===== config.mk =====
export PLATFORM = sky130hd
export DESIGN_NAME = ltc_top
export DESIGN_NICKNAME = d
export VERILOG_FILES = /design/src/shared/ltc_pkg.sv /design/src/logic/ltc_top.sv
export SDC_FILE = /design/constraint.sdc
export NUM_CORES = 1
export LEC_CHECK = 0
export ABC_AREA = 1
export BUFFER_PORTS_ARGS = -buffer_cell sky130_fd_sc_hd__buf_4
export CAP_MARGIN = 10
export CORE_MARGIN = 3
export CORE_UTILIZATION = 50
export DETAILED_ROUTE_END_ITERATION = 6
export GPL_TIMING_DRIVEN = 0
export PLACE_DENSITY = 0.68
export SYNTH_ARGS = -nofsm -noshare
export SYNTH_HDL_FRONTEND = slang
export SYNTH_SLANG_ARGS = --single-unit

===== constraint.sdc =====
create_clock -name CLOCK_IN -period 2.3 [get_ports CLOCK_IN]
set_clock_uncertainty 0.05 [all_clocks]
set_input_delay 0.46 -clock CLOCK_IN [delete_from_list [all_inputs] [get_ports CLOCK_IN]]
set_output_delay 0.46 -clock CLOCK_IN [all_outputs]
set_load 0.005 [all_outputs]

===== src/shared/ltc_pkg.sv =====
// package: register map, field positions, reset values and types of the line transmitter control
package ltc_pkg;

   localparam int ADDR_W = 13;

   localparam logic [12:0] OFF_GLOBAL_TRANSCEIVER_CONTROL_2  = 13'h00F2;
   localparam logic [12:0] OFF_GCLK   = 13'h00F3;
   localparam logic [12:0] OFF_SRST   = 13'h00F5;
   localparam logic [12:0] OFF_GISR   = 13'h00FB;
   localparam logic [12:0] OFF_GIMR   = 13'h00FE;
   localparam logic [12:0] OFF_TRCR   = 13'h1000;
   localparam logic [12:0] OFF_TIPS   = 13'h1001;
   localparam logic [12:0] OFF_MCR    = 13'h1002;
   localparam logic [12:0] OFF_RTS    = 13'h1003;
   localparam logic [12:0] OFF_SIMR   = 13'h1004;
   localparam logic [12:0] OFF_LTS    = 13'h1005;
   localparam logic [12:0] OFF_RSL    = 13'h1006;
   localparam logic [12:0] OFF_RISM   = 13'h1007;

   // line_tx_rx_control
   localparam int TRCR_MODE_LO = 0;   // 2 bits: line standard
   localparam int TRCR_JA_TX   = 2;   // jitter attenuator in transmit path
   localparam int TRCR_JA_EN   = 3;   // jitter attenuator enable
   localparam int TRCR_TRI     = 4;   // output tri-state
   localparam int TRCR_LOSC    = 5;   // loss criteria select
   // tx_impedance_pulse_select
   localparam int TIPS_LBO_LO  = 0;   // 3 bits: pulse shape
   localparam int TIPS_IMP_LO  = 4;   // 3 bits: termination
   // line_maintenance_control
   localparam int MCR_PWRDN    = 0;   // tx_power_down
   localparam int MCR_AIS      = 1;   // send all ones
   localparam int MCR_AUTO_AIS = 2;   // auto_alarm_on_loss
   localparam int MCR_CODE_LO  = 4;   // 2 bits: line code
   // status layout (real time, latched, mask)
   localparam int ST_LOS = 0;
   localparam int ST_OC  = 1;
   localparam int ST_SC  = 2;
   // global irq / soft reset bit
   localparam int G_LIU  = 0;

   localparam logic [7:0] RST_REG = 8'h00;
   localparam logic [7:0] RST_RW  = 8'h00;

   typedef enum logic [1:0] {MODE_T1, MODE_J1, MODE_E1_75, MODE_E1_120} ltc_mode_type;
   typedef enum logic [1:0] {CODE_AMI, CODE_B8ZS, CODE_HDB3, CODE_RSV} ltc_code_type;

   // pulse shapes 5..7 are the three T1 CSU build-out modes
   localparam logic [2:0] LBO_CSU_A = 3'h5;
   localparam logic [2:0] LBO_CSU_B = 3'h6;
   localparam logic [2:0] LBO_CSU_C = 3'h7;

   // clock rates in Hz: the 25 MHz system clock and the E1 and T1 bit rates
   localparam int SYS_HZ   = 25000000;
   localparam int E1_HZ    = 2048000;
   localparam int T1_HZ    = 1544000;

   typedef struct packed {
      logic [ADDR_W-1:0] addr;
      logic [7:0]        wdata;
      logic              wr;
      logic              rd;
   } ltc_bus_type;

   typedef struct packed {
      logic pos;   // positive mark
      logic neg;   // negative mark
   } ltc_sym_type;

endpackage : ltc_pkg


===== src/logic/ltc_top.sv =====
// line transmitter control: coder, jitter path, alarm insertion, output control, status and irq
`timescale 1ns/1ps
`default_nettype none

module ltc_top #(
   parameter int JA_DEPTH = 32
) (
   input  wire logic             CLOCK_IN,
   input  wire logic             RST_N_IN,
   input  wire logic [12:0]      ADDR_IN,
   input  wire logic [7:0]       WDATA_IN,
   input  wire logic             WR_IN,
   input  wire logic             RD_IN,
   output logic      [7:0]       RDATA_OUT,
   input  wire logic             TX_OUTPUT_ENABLE_PIN_IN,
   input  wire logic             TX_CLK_IN,
   input  wire logic             MCLK_BIT_IN,
   input  wire logic             TX_NRZ_IN,
   input  wire logic             RX_LOS_IN,
   input  wire logic             LIMITER_ACTIVE_IN,
   input  wire logic             OPEN_POS_IN,
   input  wire logic             OPEN_NEG_IN,
   output logic                  TX_LINE_POS_OUT,
   output logic                  TX_LINE_NEG_OUT,
   output logic                  TX_LINE_OE_OUT,
   output logic      [2:0]       PULSE_SHAPE_OUT,
   output logic      [2:0]       TERMINATION_OUT,
   output logic      [1:0]       LINE_MODE_OUT,
   output logic                  TX_POWER_DOWN_OUT,
   output logic                  LIU_RESET_OUT,
   output logic                  IRQ_OUT_N
);

   localparam int PW = $clog2(JA_DEPTH);

   typedef struct packed {
      logic [7:0]  global_transceiver_control_2, gclk, srst, gimr, trcr, tips, mcr, simr, rism;
      logic [2:0]  lts;                 // latched status
      logic        gisr_liu;            // global sticky summary
      logic [7:0]  rdata;
      logic        rd_lts, rd_gisr;     // pending read-clears
      logic        clk_prev, mclk_prev;
      logic [3:0]  zrun;                // zeros run length
      logic        last_pol;            // polarity of last mark
      logic        bp_since_v;          // parity of marks since violation
      logic [3:0][1:0] pipe;            // 4-bit substitution window
      logic [JA_DEPTH-1:0][1:0] ja;
      logic [PW-1:0] ja_wr, ja_rd;
      logic        ais_q;               // alarm state, changes at bit edges
      logic [1:0]  sym;
      logic [2:0]  rts_prev;
   } ltc_state_type;

   ltc_state_type s_q, s_d;

   function automatic logic csu_mode(input logic [2:0] lbo);
      csu_mode = (lbo == ltc_pkg::LBO_CSU_A) || (lbo == ltc_pkg::LBO_CSU_B) ||
                 (lbo == ltc_pkg::LBO_CSU_C);
   endfunction : csu_mode

   logic [2:0] rts;
   logic       tick_tx, tick_m, tick, ais_want, ja_on, hiz, lts_set, gis_set;
   logic [1:0] enc_in, enc_out, code;

   always_comb begin
      rts = '0;
      rts[ltc_pkg::ST_LOS] = RX_LOS_IN;
      rts[ltc_pkg::ST_SC]  = LIMITER_ACTIVE_IN;
      rts[ltc_pkg::ST_OC]  = (OPEN_POS_IN | OPEN_NEG_IN)
                             & ~csu_mode(s_q.tips[ltc_pkg::TIPS_LBO_LO +: 3]);
   end

   assign tick_tx  = TX_CLK_IN & ~s_q.clk_prev;
   assign tick_m   = MCLK_BIT_IN & ~s_q.mclk_prev;
   assign ais_want = s_q.mcr[ltc_pkg::MCR_AIS] |
                     (s_q.mcr[ltc_pkg::MCR_AUTO_AIS] & RX_LOS_IN);
   assign tick     = s_q.ais_q ? tick_m : tick_tx;
   assign code     = s_q.mcr[ltc_pkg::MCR_CODE_LO +: 2];
   assign ja_on    = s_q.trcr[ltc_pkg::TRCR_JA_TX] & s_q.trcr[ltc_pkg::TRCR_JA_EN];
   assign hiz      = ~TX_OUTPUT_ENABLE_PIN_IN
                     | s_q.trcr[ltc_pkg::TRCR_TRI]
                     | s_q.mcr[ltc_pkg::MCR_PWRDN];
   assign enc_out  = s_q.pipe[3];
   assign lts_set  = |(rts & ~s_q.rts_prev);

   // combined next state
   always_comb begin
      logic        mark;
      logic [1:0]  sub;
      s_d = s_q;
      mark = 1'b0;
      sub = 2'b00;
      enc_in = 2'b00;
      s_d.clk_prev  = TX_CLK_IN;
      s_d.mclk_prev = MCLK_BIT_IN;
      s_d.rts_prev  = rts;
      s_d.rdata     = '0;
      s_d.rd_lts    = 1'b0;
      s_d.rd_gisr   = 1'b0;

      // registers
      if (WR_IN) begin
         unique case (ADDR_IN)
            ltc_pkg::OFF_GLOBAL_TRANSCEIVER_CONTROL_2: s_d.global_transceiver_control_2 = WDATA_IN;
            ltc_pkg::OFF_GCLK:  s_d.gclk  = WDATA_IN;
            ltc_pkg::OFF_SRST:  s_d.srst  = WDATA_IN;
            ltc_pkg::OFF_GIMR:  s_d.gimr  = WDATA_IN;
            ltc_pkg::OFF_TRCR:  s_d.trcr  = WDATA_IN;
            ltc_pkg::OFF_TIPS:  s_d.tips  = WDATA_IN;
            ltc_pkg::OFF_MCR:   s_d.mcr   = WDATA_IN;
            ltc_pkg::OFF_SIMR:  s_d.simr  = WDATA_IN;
            ltc_pkg::OFF_RISM:  s_d.rism  = WDATA_IN;
            default: ;
         endcase
      end
      if (RD_IN) begin
         unique case (ADDR_IN)
            ltc_pkg::OFF_GLOBAL_TRANSCEIVER_CONTROL_2: s_d.rdata = s_q.global_transceiver_control_2;
            ltc_pkg::OFF_GCLK:  s_d.rdata = s_q.gclk;
            ltc_pkg::OFF_SRST:  s_d.rdata = s_q.srst;
            ltc_pkg::OFF_GISR: begin
               s_d.rdata = {7'h00, s_q.gisr_liu};
               s_d.rd_gisr = 1'b1;
            end
            ltc_pkg::OFF_GIMR:  s_d.rdata = s_q.gimr;
            ltc_pkg::OFF_TRCR:  s_d.rdata = s_q.trcr;
            ltc_pkg::OFF_TIPS:  s_d.rdata = s_q.tips;
            ltc_pkg::OFF_MCR:   s_d.rdata = s_q.mcr;
            ltc_pkg::OFF_RTS:   s_d.rdata = {5'h00, rts};
            ltc_pkg::OFF_SIMR:  s_d.rdata = s_q.simr;
            ltc_pkg::OFF_LTS: begin
               s_d.rdata = {5'h00, s_q.lts};
               s_d.rd_lts = 1'b1;
            end
            ltc_pkg::OFF_RSL:   s_d.rdata = 8'h00;
            ltc_pkg::OFF_RISM:  s_d.rdata = s_q.rism;
            default:            s_d.rdata = 8'h00;
         endcase
      end

      // read clears the latched bits one cycle after the read strobe; a new edge in that later cycle wins
      s_d.lts = (s_q.rd_lts ? 3'h0 : s_q.lts) | (rts & ~s_q.rts_prev);
      gis_set = |(s_d.lts & s_q.simr[2:0]);
      s_d.gisr_liu = (s_q.rd_gisr ? 1'b0 : s_q.gisr_liu) | (gis_set & lts_set);

      // one bit per bit-clock edge
      if (tick) begin
         s_d.ais_q = ais_want;
         if (s_q.ais_q) begin
            mark = 1'b1;
         end else begin
            mark = TX_NRZ_IN;
         end
         // ami with last-polarity tracking, then substitution on zero runs
         if (mark) begin
            s_d.zrun = 4'h0;
            s_d.last_pol = ~s_q.last_pol;
            sub = s_q.last_pol ? 2'b10 : 2'b01;
            s_d.bp_since_v = ~s_q.bp_since_v;
         end else begin
            s_d.zrun = s_q.zrun + 4'h1;
         end
         s_d.pipe = {s_q.pipe[2:0], sub};
         if (!mark && !s_q.ais_q) begin
            if (code == 2'(ltc_pkg::CODE_HDB3) && s_q.zrun == 4'h3) begin
               // 000V or B00V on the last four bits
               if (s_q.bp_since_v) begin
                  s_d.pipe[0] = s_q.last_pol ? 2'b01 : 2'b10;                 // V same polarity
                  s_d.pipe[3] = 2'b00;
               end else begin
                  s_d.pipe[3] = s_q.last_pol ? 2'b10 : 2'b01;                 // B
                  s_d.pipe[0] = s_q.last_pol ? 2'b10 : 2'b01;                 // V
                  s_d.last_pol = ~s_q.last_pol;
               end
               s_d.bp_since_v = 1'b0;
               s_d.zrun = 4'h0;
            end
            if (code == 2'(ltc_pkg::CODE_B8ZS) && s_q.zrun == 4'h7) begin
               // eight zeros: last four of them become VB0V in window
               s_d.pipe[3] = s_q.last_pol ? 2'b01 : 2'b10;
               s_d.pipe[2] = s_q.last_pol ? 2'b10 : 2'b01;
               s_d.pipe[1] = 2'b00;
               s_d.pipe[0] = s_q.last_pol ? 2'b10 : 2'b01;
               s_d.zrun = 4'h0;
            end
         end
         enc_in = enc_out;
         // jitter buffer: fixed half-depth latency smooths the stream
         s_d.ja[s_q.ja_wr] = enc_in;
         s_d.ja_wr = s_q.ja_wr + PW'(1);
         s_d.ja_rd = s_q.ja_wr - PW'(JA_DEPTH / 2) + PW'(1);
         s_d.sym = ja_on ? s_q.ja[s_q.ja_rd] : enc_in;
      end

      // soft reset clears line datapath and status; the register port stays usable
      if (s_q.srst[ltc_pkg::G_LIU]) begin
         s_d.pipe       = '0;
         s_d.zrun       = '0;
         s_d.sym        = '0;
         s_d.lts        = '0;
         s_d.gisr_liu   = 1'b0;
         s_d.ais_q      = 1'b0;
         s_d.last_pol   = 1'b0;
         s_d.bp_since_v = 1'b0;
         s_d.ja_wr      = '0;
         s_d.ja_rd      = '0;
      end
   end

   always_ff @(posedge CLOCK_IN or negedge RST_N_IN) begin
      if (!RST_N_IN) begin
         s_q <= '0;
      end else begin
         s_q <= s_d;
      end
   end

   assign RDATA_OUT         = s_q.rdata;
   assign TX_LINE_POS_OUT   = s_q.sym[1];
   assign TX_LINE_NEG_OUT   = s_q.sym[0];
   assign TX_LINE_OE_OUT    = ~hiz;
   assign PULSE_SHAPE_OUT   = s_q.tips[ltc_pkg::TIPS_LBO_LO +: 3];
   assign TERMINATION_OUT   = s_q.tips[ltc_pkg::TIPS_IMP_LO +: 3];
   assign LINE_MODE_OUT     = s_q.trcr[ltc_pkg::TRCR_MODE_LO +: 2];
   assign TX_POWER_DOWN_OUT = s_q.mcr[ltc_pkg::MCR_PWRDN];
   assign LIU_RESET_OUT     = s_q.srst[ltc_pkg::G_LIU];
   assign IRQ_OUT_N         = ~(s_q.gisr_liu & s_q.gimr[ltc_pkg::G_LIU]);

endmodule : ltc_top

`default_nettype wire


# Word level (Yosys, flattened, before mapping)
# Index checks and enable logic that the tools add are counted.
# classes
div	0
magnitude_cmp	3
n_mul	0
n_addsub	4
mux	32
n_eq_ne	19
shift	0
bitwise	24
n_reduce_logical	20
# op_table
op	count
one-hot mux 8 bit (12 select lines)	1
== test 13 bit, second input constant	7
two-way mux 91 bit	1
== test 13 x 8 -> 1 bit, second input constant	5
bitwise mux 64 bit	1
two-way mux 14 bit	2
two-way mux 2 bit	10
AND reduction 2 bit	9
two-way mux 8 bit	2
two-way mux 13 bit	1
< comparator 5 x 6 -> 1 bit, second input constant	2
two-way mux 4 bit	3
adder 5 x 1 -> 5 bit, second input constant	2
binary-select mux 2 bit (select 5 bit)	1
demux 2 bit (select 5 bit)	1
two-way mux 10 bit	1
== test 3 bit, second input constant	3
NOT 1 bit	8
AND 1 bit	7
two-way mux 1 bit	7
AND 3 bit	2
OR reduction 3 bit	2
greater-or-equal comparator 5 x 1 -> 1 bit, second input constant	1
OR 1 bit	5
other kinds (13)	18
# word_totals
wordCells	162
register_bits	182
output_inout_bits	22
ramBits	0
in_bits	33
rom_bits	0
memories	0
latch_bits	0

# Logic depth before layout (Yosys ltp)
# depth
word_depth	12
depth_mapped	12
depth_no_buf	11

# Worst setup path before layout
# No wires, ideal clock.
# synth_path
kind	reg-to-reg
from	reg s_q[12] (netlist name)
to	reg with a tool-made name
n_path_buf	2
period_less_slack_ns	1.688
t_required_ns	2.117
arrival_time_ns	1.505
slack_ns	0.612
setup_ns	0.133
stages_incl_launch_ff	10
cell_sequence	dfrtp_1 > buf_4 > clkinv_1 > buf_2 > ha_1 > inv_1 > nor2_2 > nand2_1 > nand2_1 > o21ai_0
# synth_rtl
item	line	text
start, declared	ltc_top.sv:54	ltc_state_type s_q, s_d;
start signal, assigned	ltc_top.sv:212	s_q <= '0;
start signal, assigned	ltc_top.sv:214	s_q <= s_d;

==> impl_results.rst <==
.. list-table::
   :header-rows: 1

   * - Metric
     - Value
   * - Result of the run
     - finished, final reports clean
   * - Clock sink count
     - 178
   * - Yosys cell types
     - 37
   * - Startpoint kind of the worst setup timing path
     - flip-flop
   * - Actual slew at the worst max-slew pin
     - 0.666 ns
   * - Most frequent cell on the critical path
     - sky130_fd_sc_hd__nand2_1
   * - Delay of the slowest cell on the worst path
     - 0.40 ns
   * - Register-to-Register Path Depth
     - 9
   * - Number of standard cells in the layout, taps in and fillers out
     - 1449
   * - GP Congestion
     - 0.874
   * - Worst path required time
     - 2.54 ns
   * - Post-synthesis xor/xnor area fraction
     - 0.387%
   * - Critical path cell sequence
     - buf_4 > clkinv_1 > clkbuf_4 > ha_1 > inv_1 > nor2_4 > nand2_1 > nand2_1 > o21ai_0
   * - Critical path type
     - reg2reg
   * - Synthesis warning total
     - 0
   * - Avg WL per Cell
     - 15.8 um
   * - Maximum number of pins on one net before global-route repair
     - 124
   * - Placed Area
     - 9760 um^2
   * - Cell count after synthesis
     - 1137
   * - I/O Pins
     - 55
   * - Combinational family with the most area after synthesis
     - simple AND/OR/NAND/NOR gates
   * - Core box area
     - 17500 um^2
   * - Async set-reset flop share out of synthesis
     - 100%
   * - Worst slew slack as a fraction of its limit
     - 55.6%
   * - Class of the most critical hold timing path
     - in2reg
   * - Slowest cell on crit path
     - sky130_fd_sc_hd__dfrtp_1
   * - Achievable Freq
     - 0.465 GHz
   * - Fraction of synthesized area in multiplexers
     - 0%
   * - R2r setup slk
     - 0.15 ns
   * - Number of global-route vias before repair
     - 7410
   * - Starting DRT DRC Count
     - 600
   * - Layout area overhead
     - 14.5%
   * - Cell Count Post-Placement
     - 1416
   * - Overflow left after global routing
     - 0
   * - Crit share post-route
     - 93.5%
   * - Crit. End Element
     - flip-flop
   * - Synth Area in Compound Gates
     - 12.1%
   * - Startpoint of the most critical setup path
     - s_q[12]
   * - Commonest non-fill, non-tap cell in the layout
     - sky130_fd_sc_hd__nand2_1
   * - Basic-gate share of the synthesized area counting and, or, nand and nor cells
     - 27.7%
   * - Effective utilization at floorplan
     - 51.8%
   * - Hold violation count in the final report
     - 0
   * - Final critical-path required period
     - 2.15 ns
   * - Pleak
     - 4.97 nW
   * - Floorplan die width
     - 141 um
   * - Number of antenna violations at the first check in global routing
     - 0
   * - GRT Total Usage
     - 23.9%
   * - Reg-to-Reg Start
     - s_q[12]
   * - Detailed-placement wirelength estimate
     - 16200 um
   * - Via count of the routed design
     - 7585
   * - Detail Route Antenna Nets
     - 0
   * - EDFF count, synth
     - 0
   * - Root buf cell
     - sky130_fd_sc_hd__clkbuf_16
   * - Initial DRT Pass Iterations
     - 5
   * - Pwr per Cell Area
     - 844 nW/um^2
   * - Main flop type after synthesis
     - sky130_fd_sc_hd__dfrtp_1
   * - Reported max-cap violation count
     - 0
   * - Synthesized net count
     - 1179
   * - Number of vias per cell
     - 5.23
   * - First-pass GRT wire length
     - 37600 um
   * - Sequential fraction of the synthesis area
     - 49.2%
   * - TritonCTS clock tree
     - built
   * - Final WL
     - 22900 um
   * - Area of all placed cells without fillers
     - 10400 um^2
   * - Nets@finish
     - 1253
   * - Unrepaired setup endpoints after global routing
     - false
   * - Area share of fa/ha/maj cells after synthesis
     - 1.24%
   * - Full die area
     - 19700 um^2
   * - Source-to-sink clock delay at the later pin of the worst-skew pair
     - 0.43 ns
   * - Crit Path Max Fanout
     - 11
   * - H-tree lvl count
     - 4
   * - Die Y-Extent
     - 141 um
   * - Mean instance size in the synthesized netlist
     - 7.96 um^2
   * - DRC errors left
     - 0
   * - Arrival @ worst endpoint
     - 2.39 ns
   * - Number of synthesized register bits
     - 178
   * - Fraction of final layout cells with drive strength greater than 1
     - 16.2%
   * - Number of buffers inserted during clock tree synthesis
     - 17
   * - Peak supply drop
     - 0.840 mV
   * - Setup-failing EPs final
     - 0
   * - Diodes inserted
     - 0
   * - Synth Cell Area
     - 9050 um^2
   * - Row count
     - 48
   * - Final number of max-transition violations
     - 0
   * - Deepest clock path buffer count
     - 2
   * - Number of setup buffers added after CTS
     - 0
   * - Post-Route Setup TNS
     - 0 ns
   * - Post-route worst hold slack
     - 0.0905 ns
   * - Buffers added on ports
     - 53
   * - Commonest cells after routing, fill and taps aside
     - sky130_fd_sc_hd__nand2_1, sky130_fd_sc_hd__dfrtp_1, sky130_fd_sc_hd__o21ai_0
   * - Post-CTS clock slew at the launch and capture registers of the worst setup and hold paths
     - 0.07 ns
## routing by layer
layer / wire length, um / part of all wire (%) / GRT usage [%]
met5: 0 / 0 / 0
met4: 614 / 2.7 / 8.36
met3: 1050 / 4.6 / 4.10
met2: 11400 / 50 / 41.3
met1: 9800 / 43 / 30.4
## power by group
part           leakage (nW)  internal [mW]  switching (mW)
sequential             2.41           3.58           0.272
combinational          2.30          0.656            1.41
clock                 0.262           1.53            1.30
## kinds of logic after synthesis
| logic type | after synthesis |
|---|---|
| flops | 178 |
| fa+ha+maj | 9 |
| compound gates | 201 |
| buf+inv | 183 |
| simple gates | 562 |
| xor+xnor | 4 |
## through the flow
step / util [%] / power, mW / setup slack [ns]
2_1_floorplan: - / 5.21 / 0.612
3_3_place_gp: 55.7 / 5.88 / -0.393
3_5_place_dp: 55.9 / 5.92 / -0.0808
4_1_cts: 59.3 / 8.77 / 0.105
5_1_grt: 59.3 / 9.23 / 0.0218
6_report: 59.3 / 8.75 / 0.150
## cell usage after synthesis, types with 5 or more instances
| cell | n | area (um^2) |
|---|---|---|
| sky130_fd_sc_hd__clkbuf_1 | 10 | 37.5 |
| sky130_fd_sc_hd__nand2_1 | 349 | 1310 |
| sky130_fd_sc_hd__inv_2 | 7 | 26.3 |
| sky130_fd_sc_hd__nand3_2 | 9 | 90.1 |
| sky130_fd_sc_hd__nor2_1 | 77 | 289 |
| sky130_fd_sc_hd__a21oi_1 | 11 | 55.1 |
| sky130_fd_sc_hd__buf_6 | 8 | 90.1 |
| sky130_fd_sc_hd__nand3_1 | 67 | 335 |
| sky130_fd_sc_hd__nor2_4 | 6 | 67.6 |
| sky130_fd_sc_hd__dfrtp_1 | 178 | 4450 |
| sky130_fd_sc_hd__nand2_2 | 8 | 50.1 |
| sky130_fd_sc_hd__o21ai_2 | 16 | 140 |
| sky130_fd_sc_hd__clkinv_1 | 5 | 18.8 |
| sky130_fd_sc_hd__nand4_1 | 17 | 106 |
| sky130_fd_sc_hd__buf_4 | 21 | 158 |
| sky130_fd_sc_hd__o21ai_0 | 128 | 641 |
| sky130_fd_sc_hd__nor2_2 | 15 | 93.8 |
| sky130_fd_sc_hd__ha_1 | 9 | 113 |
| sky130_fd_sc_hd__inv_1 | 120 | 450 |
| sky130_fd_sc_hd__o21ai_1 | 33 | 165 |
| sky130_fd_sc_hd__buf_2 | 12 | 60.1 |
| sky130_fd_sc_hd__o211ai_1 | 5 | 37.5 |
## how the worst min path moves through the flow
stage	start	to	slack, ns	depth (start not counted)
floorplan	RST_N_IN	LINE_MODE_OUT[0]	0.11	0
global placement	flip-flop	flip-flop	0.42	2
detailed placement	RST_N_IN	asynchronous set/reset pin	0.36	1
CTS	MCLK_BIT_IN	s_q[94]	0.08	1
global route	MCLK_BIT_IN	s_q[94]	0.08	1
finish	MCLK_BIT_IN	s_q[94]	0.09	1
## layout make-up
type / count / area, um^2
multi-input combinational: 776 / 3770
buffer: 51 / 349
clock buffer: 18 / 439
sequential: 178 / 4450
tap: 225 / 282
fill: 1609 / 7110
timing repair buffer: 55 / 443
inverter: 132 / 495
clock inverter: 14 / 133
## timing repair
item                                    CTS  global route
endpoints found under the setup margin   48            14
resized for setup                         3             3
endpoints found under the hold margin    55             0
hold buffers                              1             0
## worst max-delay path: cells and delay by family (launching register included)
kind            cells  cell delay, ns
fa+ha+maj           1            0.17
buf+inv             4            0.74
flops               1            0.40
simple gates        3            0.56
compound gates      1            0.08
No activity file was read; power rests on OpenSTA's default activity.
